**src/inc/dpso_params.svh**
```systemverilog
`ifndef DPSO_PARAMS_SVH
`define DPSO_PARAMS_SVH

// Register byte offsets.
`define DPSO_CTRL_OFS 8'h00
`define DPSO_TSHORT_TIME_OFS 8'h04
`define DPSO_OL_THRESH_OFS 8'h08
`define DPSO_OL_FILT_OFS 8'h0c
`define DPSO_STATUS_OFS 8'h10
`define DPSO_DI_FILT_BASE 8'h20
`define DPSO_DI_FILT_LAST 8'h3c

// Control register fields.
`define DPSO_CTRL_TSHORT_EN 0
`define DPSO_CTRL_SPD_INV 1
`define DPSO_CTRL_RST 2'h1

// Status register fields.
`define DPSO_ST_TSHORT 0
`define DPSO_ST_OLW 1
`define DPSO_ST_READY 2
`define DPSO_ST_FAULT 3
`define DPSO_ST_SPD 4
`define DPSO_ST_DI_LSB 8

// Reset values and limits.
`define DPSO_TSHORT_TIME_RST 7'h0a
`define DPSO_TSHORT_TIME_MIN 7'h01
`define DPSO_TSHORT_TIME_MAX 7'h64
`define DPSO_OL_THRESH_RST 10'h078
`define DPSO_OL_FILT_RST 10'h00a
`define DPSO_DI_FILT_RST 15'h0002
`define DPSO_TSHORT_CODE 8'h17

// Timing.
`define DPSO_CLK_PERIOD_NS 10
`define DPSO_STEP_NS 10000000
`define DPSO_DI_TICK_NS 1000

`endif

```
**src/inc/dpso_pkg.sv**
```systemverilog
package dpso_pkg;

  typedef struct packed {
    logic cyc;
    logic stb;
    logic we;
    logic [7:0] adr;
    logic [3:0] sel;
    logic [31:0] dat;
  } dpso_wb_req_t;

  typedef struct packed {
    logic ctrl_power_ok;
    logic main_power_ok;
    logic accept_ok;
    logic fault_detected;
    logic torque_short;
    logic speed_limited;
    logic [9:0] current_pct;
  } dpso_drive_st_t;

  typedef enum logic {
    DPSO_TS_WATCH,
    DPSO_TS_TRIPPED
  } dpso_ts_state_t;

endpackage

```
**src/logic/dpso_di_filter.sv**
```systemverilog
`timescale 1ns/10ps
`include "dpso_params.svh"
module dpso_di_filter
  import dpso_pkg::*;
(
  input wire logic clock_i,
  input wire logic reset_n_i,
  input wire logic ce_i,
  input wire logic tick_i,
  input wire logic raw_i,
  input wire logic [14:0] time_i,
  output logic filt_o
);

  logic filt_ff;
  logic nxt_filt;
  logic [14:0] cnt_ff;
  logic [14:0] nxt_cnt;

  // A new level is taken once it has held for the set number of ticks.
  always_comb begin
    nxt_filt = filt_ff;
    nxt_cnt = cnt_ff;
    if (raw_i == filt_ff) begin
      nxt_cnt = 15'h0000;
    end else if (time_i == 15'h0000 || cnt_ff >= time_i) begin
      nxt_filt = raw_i;
      nxt_cnt = 15'h0000;
    end else if (tick_i) begin
      nxt_cnt = cnt_ff + 15'h0001;
    end
  end

  always_ff @(posedge clock_i) begin
    if (!reset_n_i) begin
      filt_ff <= 1'b0;
      cnt_ff <= 15'h0000;
    end else if (ce_i) begin
      filt_ff <= nxt_filt;
      cnt_ff <= nxt_cnt;
    end
  end

  assign filt_o = filt_ff;
endmodule

```
**src/logic/dpso_top.sv**
```systemverilog
// Operation
// - Enabled torque shortfall raises alarm code.
// - Trip after shortfall persists set 10 ms steps.
// - Eight ordinary digital input terminals.
// - Per-input filter time, default two, immediate.
// - Fault output on when healthy, off on fault.
// - Ready only with power, acceptance, no alarm.
// - Overload warning after current persists at or above threshold.
// - Warning filter in 10 ms steps, immediate.
// - Speed-limit output while speed is limited, or while not limited if inverted.
`timescale 1ns/10ps
`include "dpso_params.svh"
module dpso_top
  import dpso_pkg::*;
#(
  parameter int STEP_CYCLES = `DPSO_STEP_NS / `DPSO_CLK_PERIOD_NS
)
(
  input wire logic clock_i,
  input wire logic reset_n_i,
  input wire logic ce_i,
  input wire dpso_wb_req_t wb_req_i,
  output logic [31:0] wb_dat_o,
  output logic wb_ack_o,
  input wire dpso_drive_st_t drive_st_i,
  input wire logic [7:0] di_pin_i,
  output logic [7:0] di_filt_o,
  output logic [7:0] torque_shortfall_alarm_code_o,
  output logic fault_indicator_output_o,
  output logic drive_ready_output_o,
  output logic overload_warning_output_o,
  output logic speed_limit_output_o
);

  localparam int DI_TICK_CYCLES = `DPSO_DI_TICK_NS / `DPSO_CLK_PERIOD_NS;

  function automatic logic [15:0] lane_merge(input logic [15:0] old,
                                             input logic [31:0] dat,
                                             input logic [3:0] sel);
    lane_merge[7:0] = sel[0] ? dat[7:0] : old[7:0];
    lane_merge[15:8] = sel[1] ? dat[15:8] : old[15:8];
  endfunction

  function automatic logic [10:0] step_inc(input logic [10:0] v);
    step_inc = (v == 11'h7ff) ? v : v + 11'h001;
  endfunction

  function automatic logic di_hit(input logic [7:0] adr);
    di_hit = adr >= `DPSO_DI_FILT_BASE && adr <= `DPSO_DI_FILT_LAST &&
             adr[1:0] == 2'h0;
  endfunction

  logic [7:0] di_meta_ff;
  logic [7:0] di_sync_ff;
  logic [19:0] step_div_ff;
  logic [19:0] nxt_step_div;
  logic [6:0] di_div_ff;
  logic [6:0] nxt_di_div;
  logic step_tick;
  logic di_tick;
  logic ack_ff;
  logic nxt_ack;
  logic [31:0] dat_ff;
  logic [31:0] nxt_dat;
  logic [1:0] ctrl_ff;
  logic [1:0] nxt_ctrl;
  logic [6:0] ts_time_ff;
  logic [6:0] nxt_ts_time;
  logic [9:0] ol_thr_ff;
  logic [9:0] nxt_ol_thr;
  logic [9:0] ol_filt_ff;
  logic [9:0] nxt_ol_filt;
  logic [14:0] di_time_ff [8];
  logic [14:0] nxt_di_time [8];
  dpso_ts_state_t ts_state_ff;
  dpso_ts_state_t nxt_ts_state;
  logic [10:0] ts_cnt_ff;
  logic [10:0] nxt_ts_cnt;
  logic [10:0] ol_cnt_ff;
  logic [10:0] nxt_ol_cnt;
  logic olw_ff;
  logic nxt_olw;
  logic fault_ff;
  logic nxt_fault;
  logic ready_ff;
  logic nxt_ready;
  logic spd_ff;
  logic nxt_spd;
  logic [7:0] di_filt;
  logic wb_req;
  logic wb_wr;
  logic ol_over;
  logic [6:0] ts_limit;
  logic [15:0] st_word;
  logic [15:0] wr_word;

  assign step_tick = (step_div_ff == 20'(STEP_CYCLES - 1));
  assign di_tick = (di_div_ff == 7'(DI_TICK_CYCLES - 1));
  assign wb_req = wb_req_i.cyc && wb_req_i.stb;
  assign wb_wr = wb_req && wb_req_i.we && ack_ff;
  assign ol_over = drive_st_i.current_pct >= ol_thr_ff;
  assign ts_limit = (ts_time_ff < `DPSO_TSHORT_TIME_MIN) ?
                    `DPSO_TSHORT_TIME_MIN : ts_time_ff;

  // Status word as read by software.
  always_comb begin
    st_word = 16'h0000;
    st_word[`DPSO_ST_TSHORT] = (ts_state_ff == DPSO_TS_TRIPPED);
    st_word[`DPSO_ST_OLW] = olw_ff;
    st_word[`DPSO_ST_READY] = ready_ff;
    st_word[`DPSO_ST_FAULT] = fault_ff;
    st_word[`DPSO_ST_SPD] = spd_ff;
    st_word[`DPSO_ST_DI_LSB +: 8] = di_filt;
  end

  // Bus slave and configuration registers.
  always_comb begin
    logic [15:0] cur;
    cur = 16'h0000;
    nxt_ack = wb_req && !ack_ff;
    nxt_dat = dat_ff;
    nxt_ctrl = ctrl_ff;
    nxt_ts_time = ts_time_ff;
    nxt_ol_thr = ol_thr_ff;
    nxt_ol_filt = ol_filt_ff;
    nxt_di_time = di_time_ff;
    case (wb_req_i.adr)
      `DPSO_CTRL_OFS: cur = {14'h0000, ctrl_ff};
      `DPSO_TSHORT_TIME_OFS: cur = {9'h000, ts_time_ff};
      `DPSO_OL_THRESH_OFS: cur = {6'h00, ol_thr_ff};
      `DPSO_OL_FILT_OFS: cur = {6'h00, ol_filt_ff};
      `DPSO_STATUS_OFS: cur = st_word;
      default: begin
        if (di_hit(wb_req_i.adr)) begin
          cur = {1'b0, di_time_ff[wb_req_i.adr[4:2]]};
        end
      end
    endcase
    if (wb_req && !ack_ff) begin
      nxt_dat = wb_req_i.we ? 32'h0000_0000 : {16'h0000, cur};
    end
    wr_word = lane_merge(cur, wb_req_i.dat, wb_req_i.sel);
    if (wb_wr) begin
      case (wb_req_i.adr)
        `DPSO_CTRL_OFS: nxt_ctrl = wr_word[1:0];
        `DPSO_TSHORT_TIME_OFS: nxt_ts_time = wr_word[6:0];
        `DPSO_OL_THRESH_OFS: nxt_ol_thr = wr_word[9:0];
        `DPSO_OL_FILT_OFS: nxt_ol_filt = wr_word[9:0];
        default: begin
          if (di_hit(wb_req_i.adr)) begin
            nxt_di_time[wb_req_i.adr[4:2]] = wr_word[14:0];
          end
        end
      endcase
    end
  end

  // Monitoring: step timers, shortfall trip, overload, outputs.
  always_comb begin
    nxt_step_div = step_tick ? 20'h00000 : step_div_ff + 20'h00001;
    nxt_di_div = di_tick ? 7'h00 : di_div_ff + 7'h01;
    nxt_ts_state = ts_state_ff;
    nxt_ts_cnt = ts_cnt_ff;
    case (ts_state_ff)
      DPSO_TS_WATCH: begin
        if (!ctrl_ff[`DPSO_CTRL_TSHORT_EN] || !drive_st_i.torque_short) begin
          nxt_ts_cnt = 11'h000;
        end else if ({4'h0, ts_limit} <= ts_cnt_ff) begin
          nxt_ts_state = DPSO_TS_TRIPPED;
          nxt_ts_cnt = 11'h000;
        end else if (step_tick) begin
          nxt_ts_cnt = step_inc(ts_cnt_ff);
        end
      end
      DPSO_TS_TRIPPED: begin
        // Set wins: a clear is ignored while the shortfall persists.
        if (wb_wr && wb_req_i.adr == `DPSO_STATUS_OFS && wb_req_i.sel[0] &&
            wb_req_i.dat[`DPSO_ST_TSHORT] && !drive_st_i.torque_short) begin
          nxt_ts_state = DPSO_TS_WATCH;
        end
      end
      default: nxt_ts_state = DPSO_TS_WATCH;
    endcase
    nxt_ol_cnt = 11'h000;
    if (ol_over) begin
      nxt_ol_cnt = step_tick ? step_inc(ol_cnt_ff) : ol_cnt_ff;
    end
    nxt_olw = ol_over && ({1'b0, ol_filt_ff} <= ol_cnt_ff);
    nxt_fault = !(drive_st_i.fault_detected ||
                  nxt_ts_state == DPSO_TS_TRIPPED);
    nxt_ready = drive_st_i.accept_ok && drive_st_i.ctrl_power_ok &&
                drive_st_i.main_power_ok && nxt_fault;
    nxt_spd = drive_st_i.speed_limited ^
              ctrl_ff[`DPSO_CTRL_SPD_INV];
  end

  always_ff @(posedge clock_i) begin
    if (!reset_n_i) begin
      di_meta_ff <= 8'h00;
      di_sync_ff <= 8'h00;
      step_div_ff <= 20'h00000;
      di_div_ff <= 7'h00;
      ack_ff <= 1'b0;
      dat_ff <= 32'h0000_0000;
      ctrl_ff <= `DPSO_CTRL_RST;
      ts_time_ff <= `DPSO_TSHORT_TIME_RST;
      ol_thr_ff <= `DPSO_OL_THRESH_RST;
      ol_filt_ff <= `DPSO_OL_FILT_RST;
      di_time_ff <= '{default: `DPSO_DI_FILT_RST};
      ts_state_ff <= DPSO_TS_WATCH;
      ts_cnt_ff <= 11'h000;
      ol_cnt_ff <= 11'h000;
      olw_ff <= 1'b0;
      fault_ff <= 1'b0;
      ready_ff <= 1'b0;
      spd_ff <= 1'b0;
    end else if (ce_i) begin
      di_meta_ff <= di_pin_i;
      di_sync_ff <= di_meta_ff;
      step_div_ff <= nxt_step_div;
      di_div_ff <= nxt_di_div;
      ack_ff <= nxt_ack;
      dat_ff <= nxt_dat;
      ctrl_ff <= nxt_ctrl;
      ts_time_ff <= nxt_ts_time;
      ol_thr_ff <= nxt_ol_thr;
      ol_filt_ff <= nxt_ol_filt;
      di_time_ff <= nxt_di_time;
      ts_state_ff <= nxt_ts_state;
      ts_cnt_ff <= nxt_ts_cnt;
      ol_cnt_ff <= nxt_ol_cnt;
      olw_ff <= nxt_olw;
      fault_ff <= nxt_fault;
      ready_ff <= nxt_ready;
      spd_ff <= nxt_spd;
    end
  end

  // One filter per digital input terminal.
  for (genvar g = 0; g < 8; g++) begin : g_di
    dpso_di_filter u_filt (
      .clock_i(clock_i),
      .reset_n_i(reset_n_i),
      .ce_i(ce_i),
      .tick_i(di_tick),
      .raw_i(di_sync_ff[g]),
      .time_i(di_time_ff[g]),
      .filt_o(di_filt[g])
    );
  end

  assign wb_ack_o = ack_ff;
  assign wb_dat_o = dat_ff;
  assign di_filt_o = di_filt;
  assign torque_shortfall_alarm_code_o =
    (ts_state_ff == DPSO_TS_TRIPPED) ? `DPSO_TSHORT_CODE : 8'h00;
  assign fault_indicator_output_o = fault_ff;
  assign drive_ready_output_o = ready_ff;
  assign overload_warning_output_o = olw_ff;
  assign speed_limit_output_o = spd_ff;
endmodule

```
**config.mk**
```make
export PLATFORM = sky130hd
export DESIGN_NAME = dpso_top
export DESIGN_NICKNAME = d
export VERILOG_FILES = /design/src/inc/dpso_pkg.sv /design/src/logic/dpso_di_filter.sv /design/src/logic/dpso_top.sv
export VERILOG_INCLUDE_DIRS = /design/src /design/src/inc
export SDC_FILE = /design/constraint.sdc
export NUM_CORES = 1
export LEC_CHECK = 0
export ABC_AREA = 1
export BUFFER_PORTS_ARGS = -buffer_cell sky130_fd_sc_hd__buf_2
export CAP_MARGIN = 20
export CORE_MARGIN = 4
export CORE_UTILIZATION = 28
export DETAILED_ROUTE_END_ITERATION = 10
export PLACE_DENSITY = 0.51
export SLEW_MARGIN = 30
export SYNTH_ARGS = -nofsm -noshare
export SYNTH_HDL_FRONTEND = slang
export SYNTH_SLANG_ARGS = --single-unit
```
**constraint.sdc**
```tcl
create_clock -name clock_i -period 2.85 [get_ports clock_i]
set_input_delay 0.1425 -clock clock_i [delete_from_list [all_inputs] [get_ports clock_i]]
set_output_delay 0.1425 -clock clock_i [all_outputs]
set_load 0.01 [all_outputs]
```
==> flow_summary.json <==
{
  "final_area_mm2": 0.0255,
  "synthArstFlopShare": 0,
  "power.density_mw_per_mm2": 626,
  "io_pins": 127,
  "synth-edff-count": 0,
  "grt.overflow.total": 0,
  "hp-class": "input pin to flip-flop",
  "io_buffers": 87,
  "die_w_um": 290,
  "crit_chain": "or4_1, o31ai_1, inv_1, ha_1, inv_1, nor2_1, a21oi_1, nand2_1, o21ai_2, nand2_2, a21oi_1, nor2_1",
  "netlist_area_mm2": 0.0223,
  "p_clk_frac": 0.375,
  "drtIter0Drc": 1767,
  "slew_headroom": 0.499,
  "ant_nets": 0,
  "pwr-share-seq": 0.374,
  "yosysWarnings": 0,
  "drc_errors": 0,
  "clock_latency_ns": 0.59,
  "rows": 103,
  "dr_wl_met2_um": 32500,
  "swShare": 0.344,
  "max_freq_mhz": 391,
  "hold_viol_final": 0,
  "fin_crit_ns": 2.56,
  "synthesis.instances": 3385,
  "synth_area_per_cell_um2": 6.60,
  "finClkSkew_ns": 0.0175,
  "synth_ff_type": "dfxtp_1",
  "worst_path_max_delay_cell": "or4_1",
  "hpwlAfterDp_um": 55300,
  "grt_pass1_vias": 19800,
  "rsz0062_at_grt": "no",
  "first_pass_iters": 6,
  "totalWireLength_um": 74200,
  "antenna_found_initial": 6,
  "start_util": 0.283,
  "vias_per_cell": 4.79,
  "place.gp.congestion": 0.886,
  "required_ns": 3.32,
  "max_cap_violations": 0,
  "die_h_um": 290,
  "p_sw_mw": 5.50,
  "crit_path_start_kind": "flip-flop",
  "grt_usage": 0.169,
  "grt_max_degree": 134,
  "routed-wl-met3_um": 4200,
  "layout_common_cells": "nand2_1, nor2_1, inv_1, dfxtp_1, a21oi_1",
  "internal_power_mw": 10.5,
  "crit_buf_inv": 2,
  "outcome": "finished, final reports clean",
  "report.final.setup_viol": 0,
  "dieArea_mm2": 0.0844,
  "critPathArrivalTime_ns": 3.03,
  "cp-end-kind": "flip-flop",
  "holdPathStages": 5,
  "top_layer": "met5",
  "fin_crit_sh": 0.897,
  "clkTransAtPathRegs_ns": 0.06,
  "grt_first_pass_wirelength_um": 114000,
  "dr_total_vias": 21800,
  "power.leakage_nw": 11.0,
  "hold_buffers": 16,
  "area_growth_pct": 14.4,
  "wire_per_inst_um": 16.3,
  "clock-root-buffer": "clkbuf_16",
  "placed_area_mm2": 0.0239,
  "cts_buffer_depth": 3,
  "ir_drop_mv": 0.381,
  "final_common_cell": "nand2_1",
  "wirelength_met1_um": 35300,
  "cts_tree": "yes",
  "worst_hold_slack_ns": 0.0223,
  "yosysSeqAreaShare": 0.326,
  "cts.sinks": 364,
  "r2r_cells": 12,
  "cts_setup_buffers": 0,
  "tns_ns": 0,
  "fin_nets": 3698,
  "multi_input_area_mm2": 0.0128,
  "ys_types": 54,
  "cts_max_level": 2,
  "regArea_mm2": 0.00729,
  "p_comb_frac": 0.251,
  "drive_above_1_share": 0.0809,
  "path_delay_family": "simple AND/OR/NAND/NOR gates",
  "cpPeakStageDelay_ns": 0.53,
  "drv_slew": 0,
  "coreArea_mm2": 0.0790,
  "num-fill-cells": 8697,
  "cts_resized": 0,
  "numCtsBuffers": 46,
  "critPathMaxFanout": 10,
  "ys_seq_elements": 364,
  "tightest_slew_ns": 0.750,
  "worstSetupPathType": "flip-flop to flip-flop",
  "cp.depth": 12
}
==> per-layer routing <==
metal / global-route usage / vias to the layer above
li1: - / 11200
met1: 0.241 / 9974
met2: 0.264 / 491
met3: 0.0240 / 107
met4: 0.0518 / 4
met5: 0 / -
==> tightest hold or removal path, delay by kind of cell <==
family                 cells  cell delay [ns]
AND/OR/NAND/NOR            3             0.20
AO/OA/AOI/OAI              1             0.12
buffers and inverters      1             0.10
==> flip-flops by register name, indices dropped and copies added, names as in the netlist, 2 cells and up <==
name / flops
step_div_ff: 20
di_sync_ff: 8
g_di.u_filt.cnt_ff: 120
di_meta_ff: 8
di_time_ff: 120
ctrl_ff: 2
di_div_ff: 7
ol_thr_ff: 10
ts_time_ff: 7
g_di.u_filt.filt_o: 8
wb_dat_o: 16
ts_cnt_ff: 11
ol_filt_ff: 10
ol_cnt_ff: 11
==> power groups by stage <==
stage / clock, mW / combinational [mW] / sequential (mW)
2_1_floorplan: 0 / 3.05 / 5.90
3_3_place_gp: 0 / 3.97 / 6.09
3_5_place_dp: 0 / 4.00 / 6.08
4_1_cts: 6.14 / 4.03 / 5.97
5_1_grt: 6.33 / 4.65 / 6.04
6_report: 5.99 / 4.02 / 5.97
==> layout make-up <==
type,count,area share
clock buffer,72,0.0545
timing repair buffer,159,0.0420
inverter,405,0.0596
tap,1050,0.0514
antenna,2,0.000196
multi-input combinational,2489,0.502
sequential,364,0.285
clock inverter,10,0.00500
==> kinds of logic after synthesis <==
logic type               count (synthesis)  share of synthesized area
flip-flops                             364                      0.326
buffers and inverters                  551                      0.103
adder cells (fa/ha/maj)                159                     0.0891
multiplexers                             5                    0.00224
XOR/XNOR                                53                     0.0208
AO/OA/AOI/OAI                          605                      0.140
other                                    1                   0.000168
AND/OR/NAND/NOR                       1647                      0.318
==> synth_stat cells (2+ instances only) <==
master | number | area share
nor2_4 | 4 | 0.0020
nor3b_1 | 4 | 0.0013
nand4_1 | 61 | 0.017
o211ai_1 | 2 | 0.00067
and3_1 | 2 | 0.00056
nand3b_1 | 9 | 0.0030
o21ai_0 | 217 | 0.049
o22ai_1 | 27 | 0.0076
inv_1 | 391 | 0.066
clkinv_1 | 7 | 0.0012
buf_4 | 42 | 0.014
nand3_1 | 298 | 0.067
mux2i_1 | 5 | 0.0022
nor3_4 | 3 | 0.0022
nand3_2 | 2 | 0.00090
ha_1 | 159 | 0.089
nor2_1 | 428 | 0.072
xnor2_1 | 10 | 0.0039
buf_6 | 4 | 0.0020
a22oi_1 | 2 | 0.00067
xor2_1 | 43 | 0.017
dfxtp_1 | 364 | 0.33
nor4_1 | 4 | 0.0011
or2_2 | 27 | 0.0076
nor2_2 | 6 | 0.0017
nor3_1 | 70 | 0.016
clkbuf_1 | 55 | 0.0092
buf_1 | 10 | 0.0017
inv_2 | 6 | 0.0010
a21o_1 | 10 | 0.0034
nand2_2 | 15 | 0.0042
buf_2 | 34 | 0.0076
nand2_1 | 708 | 0.12
a21oi_1 | 324 | 0.073
o21ai_1 | 13 | 0.0029
==> through the flow <==
stage / utilization / setup WS (ns) / cells / power (mW)
after floorplan: - / 0.467 / 3404 / 8.95
after global placement: 0.302 / 0.297 / 4451 / 10.1
after detailed placement: 0.302 / 0.308 / 4451 / 10.1
after CTS: 0.323 / 0.286 / 4549 / 16.1
after global routing: 0.323 / 0.0506 / 4549 / 17.0
final: 0.323 / 0.295 / 4551 / 16.0
==> final timing paths <==
kind              slack, ns                            to                          from
hold / removal         0.02      ts_state_ff$_SDFFE_PN0P_                drive_st_i[11]
setup / recovery       0.29     ts_cnt_ff[2]$_SDFFE_PN0P_    ts_time_ff[2]$_SDFFE_PN0P_
setup reg to reg       0.29     ts_cnt_ff[2]$_SDFFE_PN0P_    ts_time_ff[2]$_SDFFE_PN0P_
hold reg to reg        0.45  step_div_ff[19]$_SDFFE_PN0P_  step_div_ff[19]$_SDFFE_PN0P_
Power figures use the tool's default switching activity.
